File: src/include/rc_delay_identifier_defines.svh
// Purpose: Constants for the RC delay identifier
// Assumes: 40 MHz system clock stands in for the main clock
// Notes:   Counter widths and field positions
`ifndef RC_DELAY_IDENTIFIER_DEFINES_SVH
`define RC_DELAY_IDENTIFIER_DEFINES_SVH

`define RCD_CNT_W        16
`define RCD_CNT_MAX      16'hffff
`define RCD_CNT_ZERO     16'h0000
`define RCD_SEL_W        2
`define RCD_SEL_FULL     2'h0
`define RCD_SEL_DIV2     2'h1
`define RCD_SEL_DIV4     2'h2
`define RCD_SEL_DIV8     2'h3
`define RCD_PRE_W        3
`define RCD_FILT_TICKS   3
`define RCD_FILT_W       2

`endif

File: src/include/rc_delay_identifier_pkg.sv
// Purpose: Types for the RC delay identifier
// Assumes: Constants come from the defines header
// Notes:   Control and status travel as packed structs
`include "rc_delay_identifier_defines.svh"

package rc_delay_identifier_pkg;

    typedef enum logic [2:0] {
        PH_RESET,
        PH_ARMED,
        PH_DISCHARGE,
        PH_CHARGE,
        PH_DONE
    } phase_t;

    typedef struct packed {
        logic                     enable;
        logic                     start;
        logic [`RCD_SEL_W-1:0]    clock_set;
    } ctrl_t;

    typedef struct packed {
        logic discharge_complete_flag;
        logic measurement_error_flag;
        logic done;
    } status_t;

    typedef struct packed {
        phase_t                   phase;
        logic [`RCD_CNT_W-1:0]    count;
        logic [`RCD_CNT_W-1:0]    result;
        logic [`RCD_PRE_W-1:0]    prescale;
        logic [`RCD_FILT_W-1:0]   filt_cnt;
        logic                     filt_level;
        status_t                  status;
        logic                     pin_oe;
        logic                     clock_req;
        logic                     irq;
    } state_t;

endpackage : rc_delay_identifier_pkg

File: src/rtl/rc_delay_identifier.sv
// Purpose: Single-pin RC delay identification unit
// Assumes: Comparator output is synchronous to sys_clk_i
// Notes:   Control bits are plain ports; no register bus
//
// What this block does
// - System reset returns all state and outputs to defaults.
// - Measurement-done interrupt pulses when the done flag becomes one.
// - Clock request stays high from arming until measurement finishes.
// - One 16-bit counter times discharge, then charge, at selected rate.
// - Comparator passes a three-clock glitch filter before use.
// - Charge phase counts ticks until filtered pin exceeds threshold.
// - Reset phase: flags zero, pin undriven, lowest power.
// - Armed phase requests clock, clears counter, no drive, no counting.
// - Discharge pulls pin low, counts to all ones, sets complete flag.
// - Pin above threshold at discharge end sets the error flag.
// - After discharge, move to charge, release pin, restart counter.
// - Threshold crossing in charge stops counter and captures result.
// - Charge counter hitting all ones sets error and stops.
// - Stop enters done, sets done, lowest power, until reset phase.
// - Time base from main clock; select zero counts every clock.
// - Select 0,1,2,3 divides the clock by 1,2,4,8.
// - Clearing enable returns to reset phase and clears all flags.
// - Result output holds the captured 16-bit count.
`timescale 1ns/1ps
`include "rc_delay_identifier_defines.svh"

module rc_delay_identifier (
    // Clock and reset
    input  wire logic                                  sys_clk_i,
    input  wire logic                                  sys_rst_i,
    // Control
    input  wire rc_delay_identifier_pkg::ctrl_t        ctrl_i,
    // Threshold comparator on the sense pin
    input  wire logic                                  rc_sense_pin_i,
    // Sense pin drive, low when enabled
    output logic                                       rc_sense_pin_o,
    output logic                                       rc_sense_pin_oe_o,
    // Status and result
    output rc_delay_identifier_pkg::status_t           status_o,
    output rc_delay_identifier_pkg::phase_t            phase_o,
    output logic [`RCD_CNT_W-1:0]                      result_o,
    output logic                                       measurement_done_irq_o,
    output logic                                       clock_req_o
);

    rc_delay_identifier_pkg::state_t st_reg;
    rc_delay_identifier_pkg::state_t st_next;

    logic                    tick;
    logic [`RCD_PRE_W-1:0]   div_mask;

    ////////////////////////////////////////////////////////////////////////////
    // Time base divider
    always_comb begin
        case (ctrl_i.clock_set)
            `RCD_SEL_FULL: div_mask = 3'h0;
            `RCD_SEL_DIV2: div_mask = 3'h1;
            `RCD_SEL_DIV4: div_mask = 3'h3;
            `RCD_SEL_DIV8: div_mask = 3'h7;
            default:        div_mask = 3'h0;
        endcase
        tick = ((st_reg.prescale & div_mask) == div_mask);
    end

    ////////////////////////////////////////////////////////////////////////////
    // Next state
    always_comb begin
        st_next     = st_reg;
        st_next.irq = 1'b0;

        // Filter: level changes only after three agreeing samples
        if (rc_sense_pin_i == st_reg.filt_level) begin
            st_next.filt_cnt = '0;
        end else if (st_reg.filt_cnt == 2'(`RCD_FILT_TICKS - 1)) begin
            st_next.filt_cnt   = '0;
            st_next.filt_level = rc_sense_pin_i;
        end else begin
            st_next.filt_cnt = st_reg.filt_cnt + 2'h1;
        end

        if (st_reg.phase == rc_delay_identifier_pkg::PH_DISCHARGE ||
            st_reg.phase == rc_delay_identifier_pkg::PH_CHARGE) begin
            st_next.prescale = st_reg.prescale + 3'h1;
        end else begin
            st_next.prescale = '0;
        end

        case (st_reg.phase)
            rc_delay_identifier_pkg::PH_RESET: begin
                st_next.status    = '0;
                st_next.pin_oe    = 1'b0;
                st_next.clock_req = 1'b0;
                if (ctrl_i.enable && !ctrl_i.start) begin
                    st_next.phase     = rc_delay_identifier_pkg::PH_ARMED;
                    st_next.clock_req = 1'b1;
                    st_next.count     = `RCD_CNT_ZERO;
                end
            end
            rc_delay_identifier_pkg::PH_ARMED: begin
                st_next.count = `RCD_CNT_ZERO;
                if (ctrl_i.start) begin
                    st_next.phase  = rc_delay_identifier_pkg::PH_DISCHARGE;
                    st_next.pin_oe = 1'b1;
                end
            end
            rc_delay_identifier_pkg::PH_DISCHARGE: begin
                if (tick) begin
                    if (st_reg.count == `RCD_CNT_MAX) begin
                        st_next.status.discharge_complete_flag = 1'b1;
                        if (st_reg.filt_level) begin
                            st_next.status.measurement_error_flag = 1'b1;
                        end
                        st_next.phase  = rc_delay_identifier_pkg::PH_CHARGE;
                        st_next.pin_oe = 1'b0;
                        st_next.count  = `RCD_CNT_ZERO;
                    end else begin
                        st_next.count = st_reg.count + 16'h1;
                    end
                end
            end
            rc_delay_identifier_pkg::PH_CHARGE: begin
                if (st_reg.filt_level) begin
                    st_next.result = st_reg.count;
                    st_next.phase  = rc_delay_identifier_pkg::PH_DONE;
                end else if (tick) begin
                    if (st_reg.count == `RCD_CNT_MAX) begin
                        st_next.status.measurement_error_flag = 1'b1;
                        st_next.result = st_reg.count;
                        st_next.phase  = rc_delay_identifier_pkg::PH_DONE;
                    end else begin
                        st_next.count = st_reg.count + 16'h1;
                    end
                end
                if (st_next.phase == rc_delay_identifier_pkg::PH_DONE) begin
                    st_next.status.done = 1'b1;
                    st_next.irq         = 1'b1;
                    st_next.clock_req   = 1'b0;
                end
            end
            rc_delay_identifier_pkg::PH_DONE: begin
                st_next.clock_req = 1'b0;
            end
            default: begin
                st_next.phase = rc_delay_identifier_pkg::PH_RESET;
            end
        endcase

        if (!ctrl_i.enable) begin
            st_next.phase     = rc_delay_identifier_pkg::PH_RESET;
            st_next.status    = '0;
            st_next.pin_oe    = 1'b0;
            st_next.clock_req = 1'b0;
            st_next.irq       = 1'b0;
            st_next.count     = `RCD_CNT_ZERO;
        end
    end

    ////////////////////////////////////////////////////////////////////////////
    // State register
    always_ff @(posedge sys_clk_i or posedge sys_rst_i) begin
        if (sys_rst_i) begin
            st_reg <= '0;
        end else begin
            st_reg <= st_next;
        end
    end

    assign rc_sense_pin_o         = 1'b0;
    assign rc_sense_pin_oe_o      = st_reg.pin_oe;
    assign status_o               = st_reg.status;
    assign phase_o                = st_reg.phase;
    assign result_o               = st_reg.result;
    assign measurement_done_irq_o = st_reg.irq;
    assign clock_req_o            = st_reg.clock_req;
endmodule : rc_delay_identifier

File: config.mk
export PLATFORM = sky130hd
export DESIGN_NAME = rc_delay_identifier
export DESIGN_NICKNAME = d
export VERILOG_FILES = /design/src/include/rc_delay_identifier_pkg.sv /design/src/rtl/rc_delay_identifier.sv
export VERILOG_INCLUDE_DIRS = /design/src /design/src/include
export SDC_FILE = /design/constraint.sdc
export NUM_CORES = 1
export LEC_CHECK = 0
export ABC_CLOCK_PERIOD_IN_PS = 2900
export BUFFER_PORTS_ARGS = -buffer_cell sky130_fd_sc_hd__buf_2
export CORE_AREA = 2 2 84 86
export DETAILED_ROUTE_END_ITERATION = 10
export DIE_AREA = 0 0 86 88
export GPL_TIMING_DRIVEN = 0
export PLACE_DENSITY = 0.53
export SYNTH_ARGS = -nofsm -noshare
export SYNTH_HDL_FRONTEND = slang
export SYNTH_SLANG_ARGS = --single-unit
File: constraint.sdc
create_clock -name sys_clk_i -period 2.9 [get_ports sys_clk_i]
set_input_delay 0 -clock sys_clk_i [delete_from_list [all_inputs] [get_ports sys_clk_i]]
set_output_delay 0 -clock sys_clk_i [all_outputs]
set_load 0.05 [all_outputs]
Yosys cells after proc, flatten, opt, wreduce, memory -nomap -nowiden
Cells that the tools add are included.
Operators by class
  add/subtract/negate cells: 3
  $mul: 0
  divide/modulo/power cells: 0
  $lt $le $gt $ge: 0
  eq/ne operators: 29
  shifts and indexed selects: 0
  multiplexer cells: 39
  bitwise operators: 2
  reduce and logical (&&, ||, !) cells: 16
Operator list (number)
  16-bit 2-to-1 mux: 5
  16-bit case mux with 4 select lines: 1
  19-bit 2-to-1 mux: 3
  35-bit 2-to-1 mux: 1
  3-bit inequality test (second input constant): 7
  3-bit 2-to-1 mux: 6
  16-bit by 1-bit adder with 16-bit output (second input constant): 1
  16-bit equality test (second input constant): 1
  3-bit case mux with 5 select lines: 1
  4-bit by 1-bit inequality test with 1-bit output (second input constant): 3
  3-bit case mux with 4 select lines: 1
  1-bit 2-to-1 mux: 10
  2-bit 2-to-1 mux: 5
  3-bit by 2-bit inequality test with 1-bit output (second input constant): 3
  1-bit case mux with 3 select lines: 3
  7-bit AND reduction: 1
  2-bit equality test (second input constant): 3
  3-bit by 2-bit equality test with 1-bit output (second input constant): 2
  3-bit equality test (second input constant): 2
  6-bit 2-to-1 mux: 1
  3-bit by 1-bit inequality test with 1-bit output (second input constant): 2
  2-bit AND reduction: 3
  3-bit AND reduction: 2
  6-bit AND reduction: 1
  19 further kinds: 21
Word-level totals
  flip-flop bits (word level): 47
  latch bits: 0
  bits in writable memories: 0
  ROM bits: 0
  logic and storage cells: 101
  memories: 0

Depth between registers and ports, before layout
  word-level depth: 11
  gate-level depth with buffers: 9

Worst setup path after synthesis
Ideal clock, no wire load.
  path type: register -> register
  start point: reg st_reg[41] (netlist name)
  end point: reg st_reg, in the netlist result_o[8]
  library setup time: 0.128 ns
  data arrival time: 2.000 ns
  data required time: 2.772 ns
  path slack: 0.772 ns
  stages on the path, launching flop included: 9
  buffers on the path: 3
  path through: dfrtp_1 > clkbuf_1 > nand4_1 > or4_1 > buf_4 > nor2_8 > o211a_4 > buf_8 > mux2_1
Between the ends
  cells in the longest elaborated chain, start to end: 3
RTL lines
  from (decl): RTL line rc_delay_identifier.sv:46  | rc_delay_identifier_pkg::state_t st_reg;
  from (signal assigned): RTL line rc_delay_identifier.sv:164  | st_reg <= st_next;
  16-bit equality test (no line)
  2-bit nonzero test (no line)
  3-bit AND reduction (no line)
No other way between the ends.
A chain may end at the register's enable or synchronous reset.

Final worst setup path
  start point: reg st_reg[36] (netlist name)
  end point: reg st_reg, in the netlist result_o[9]
The elaborated chain is that of the path after synthesis.

==> impl_metrics.tcl <==
set metrics [dict create \
    numPortBuffers 30 \
    fin_util_pct 45.1 \
    path_class "reg -> reg" \
    worst_pin_slew_ns 0.664 \
    clk_latency_ns 0.31 \
    drv_slew 0 \
    p_int_mw 1.02 \
    cts_max_level 2 \
    r2r_start "st_reg[36]" \
    final_common_cell "dfrtp_1" \
    max_freq_mhz 429 \
    drive_gt1_share_pct 31.1 \
    grt_pass1_wl_um 8810 \
    place_area_um2 2860 \
    peakVddDrop_v 0.000224 \
    p_per_area_nw_per_um2 461 \
    cp.buffers_inverters 2 \
    ys_warn_count 0 \
    ys.flop_type "dfrtp_1" \
    n_antenna_cell 0 \
    finalCriticalPeriod_ns 2.33 \
    seqPwrFrac_pct 51.2 \
    endpoint_kind "flop" \
    clock_path_buffers 2 \
    syn_inst 252 \
    largest_register_ffs 22 \
    cts_tree "done" \
    post-route-period-util_pct 80.4 \
    drc_errors 0 \
    grt_max_degree 41 \
    fp.dieH_um 88 \
    cp_cell_sequence "nand4_2 > or4_1 > buf_4 > nor2_8 > o211a_4 > buf_8 > mux2_1" \
    synth_edf_count 0 \
    status "finished, final reports clean" \
    cts_sinks 47 \
    synth.avg_cell_area_um2 10.3 \
    slowest_stage "or4_1" \
    firstDrtPassIters 4 \
    cts-buffers-inserted 5 \
    cts-root-buf "clkbuf_8" \
    placementRows 30 \
    viasPerCell 5.29 \
    power.leakage_nw 1.47 \
    start_util_pct 38.9 \
    clkTransAtPathRegs_ns 0.09 \
    seq_area_frac_synth_pct 45.5 \
    fillCellCount 646 \
    syn-num-nets 261 \
    grt_usage_pct 14.8 \
    die_w_um 86 \
    cp_top_family "simple AND/OR/NAND/NOR gates" \
    multi_input_area_um2 1140 \
    area_growth_pct 15.8 \
    ant_nets 0 \
    ys_types 49 \
    seqCellArea_um2 1180 \
    final_cell_mix "47 x dfrtp_1, 33 x buf_2, 25 x buf_4" \
    skew_ns 0.0159 \
    place_hpwl_um 3590 \
    grt_pass1_vias 1836 \
    num_vias 1973 \
    die_area_um2 7570 \
    async_reset_ff_share_pct 100 \
    gp_congestion 0.752 \
    startpoint "st_reg[36]" \
    design_area_um2 2990 \
    drt-initial-drc-count 47 \
    cts_setup_buffers 0 \
    maxSlewHeadroom_pct 55.4 \
    p_comb_share_pct 12.2 \
    syn_area_um2 2590 \
    setup_viol 0 \
    p_clk_share_pct 36.6 \
    core_area_um2 6640 \
    wl_per_cell_um 13.9 \
    grt_overflow 0 \
    final_nets 301 \
    tns_ns 0 \
    hp-start "ctrl_i[2]" \
    holdCritPathClass "in -> reg" \
    antenna_found_initial 0 \
    io_pins 33 \
    rsz0062_at_grt "false" \
    required_ns 3.10 \
    crit_path_start_kind "flop" \
    crit_path_max_incr_delay_ns 0.55 \
    p_sw_mw 0.358 \
    hold_viol 0 \
    cp.arrival_ns 2.53 \
    max-cap-violations 0 \
    critPathMaxFanout 10 \
    synth_seq_cells 47 \
    swShare_pct 25.9 \
    drt_wl_total_um 5170 \
]
-- power by group through the flow --
stage / clock [mW] / sequential (mW) / combinational (mW)
5_1_grt: 0.539 / 0.710 / 0.189
4_1_cts: 0.521 / 0.707 / 0.172
6_report: 0.506 / 0.707 / 0.168
2_1_floorplan: 0 / 0.717 / 0.127
3_5_place_dp: 0 / 0.720 / 0.169
3_3_place_gp: 0 / 0.718 / 0.165
-- cells in the mapped netlist, types with 2 or more instances --
library cell  count  area (um2)
nand3_1           6        30.0
nand4_1           6        37.5
buf_4            25         188
mux2_1            6        67.6
nor2_1           17        63.8
nor2b_1           6        37.5
o31ai_1           6        45.0
ha_1              2        25.0
o21a_1            3        22.5
and3_1            3        18.8
or2_2             2        12.5
nand2b_1          2        12.5
buf_2             3        15.0
a31oi_1           4        25.0
a21oi_1           9        45.0
and2_1            7        43.8
inv_1             4        15.0
mux2_4           10         150
nor3b_1           3        22.5
o211ai_1          5        37.5
o21ai_0          21         105
o21ai_1           2        10.0
dfrtp_1          47        1180
nor3_1            5        25.0
xnor2_1           2        17.5
clkbuf_1          4        15.0
o211ai_2          2        25.0
or4_1             3        22.5
nand2_1          17        63.8
-- worst register-to-register path, delay by kind of cell (launching register included) --
kind	cells	cell delay, ns
compound gates	1	0.19
buf+inv	2	0.34
flops	1	0.49
mux	1	0.33
simple gates	3	0.86
-- final timing paths --
check	endpoint	slack [ns]	cells after the start
max	result_o[9]	0.57	7
min	phase_o[0]	0.06	4
max reg2reg	result_o[9]	0.57	7
min reg2reg	st_reg[7]	0.43	1
max in group asynchronous	st_reg[33]	2.30	4
min in group asynchronous	result_o[0]	0.13	3
-- cells by family (layout without fill, tap and decap cells) --
family	after synthesis	in the layout	share of synthesized area (%)
xor+xnor	2	2	0.677
buf+inv	39	80	10.5
fa+ha+maj	2	2	0.967
compound gates	61	61	15.8
flops	47	47	45.5
other cells	1	1	0.145
mux	16	16	8.42
simple gates	84	84	18.0
-- layer usage --
metal,GRT usage (%),vias to the layer above,part of all wire (%)
met5,0,-,0
met4,7.22,0,2.0
met3,2.26,13,3.7
met2,23.7,39,43
met1,19.8,961,51
li1,-,960,-
-- through the flow --
stage | setup WS [ns] | std cells | total power [mW] | hold WS, ns
3_3_place_gp | 0.549 | 362 | 0.883 | 0.274
2_1_floorplan | 0.772 | 252 | 0.844 | 0.163
5_1_grt | 0.378 | 373 | 1.44 | 0.0954
6_report | 0.569 | 373 | 1.38 | 0.0597
4_1_cts | 0.552 | 373 | 1.40 | 0.0501
3_5_place_dp | 0.580 | 363 | 0.889 | -0.0806
-- final cells by class --
cell class,instances,area share [%]
plain buffers,35,8.57
clock buffers,6,2.76
clock inverters,2,1.17
inverters,4,0.501
multi-input cells,166,38.0
flip-flops and latches,47,39.3
well taps,80,3.34
repair buffers,33,6.35
-- timing repair --
action | 4_1_cts | 5_1_grt
endpoints found under the hold margin | 49 | 0
hold buffers | 2 | 0
resized for setup | 0 | 0
setup endpoints to repair | 0 | 0
Power figures use the tool's default switching activity.
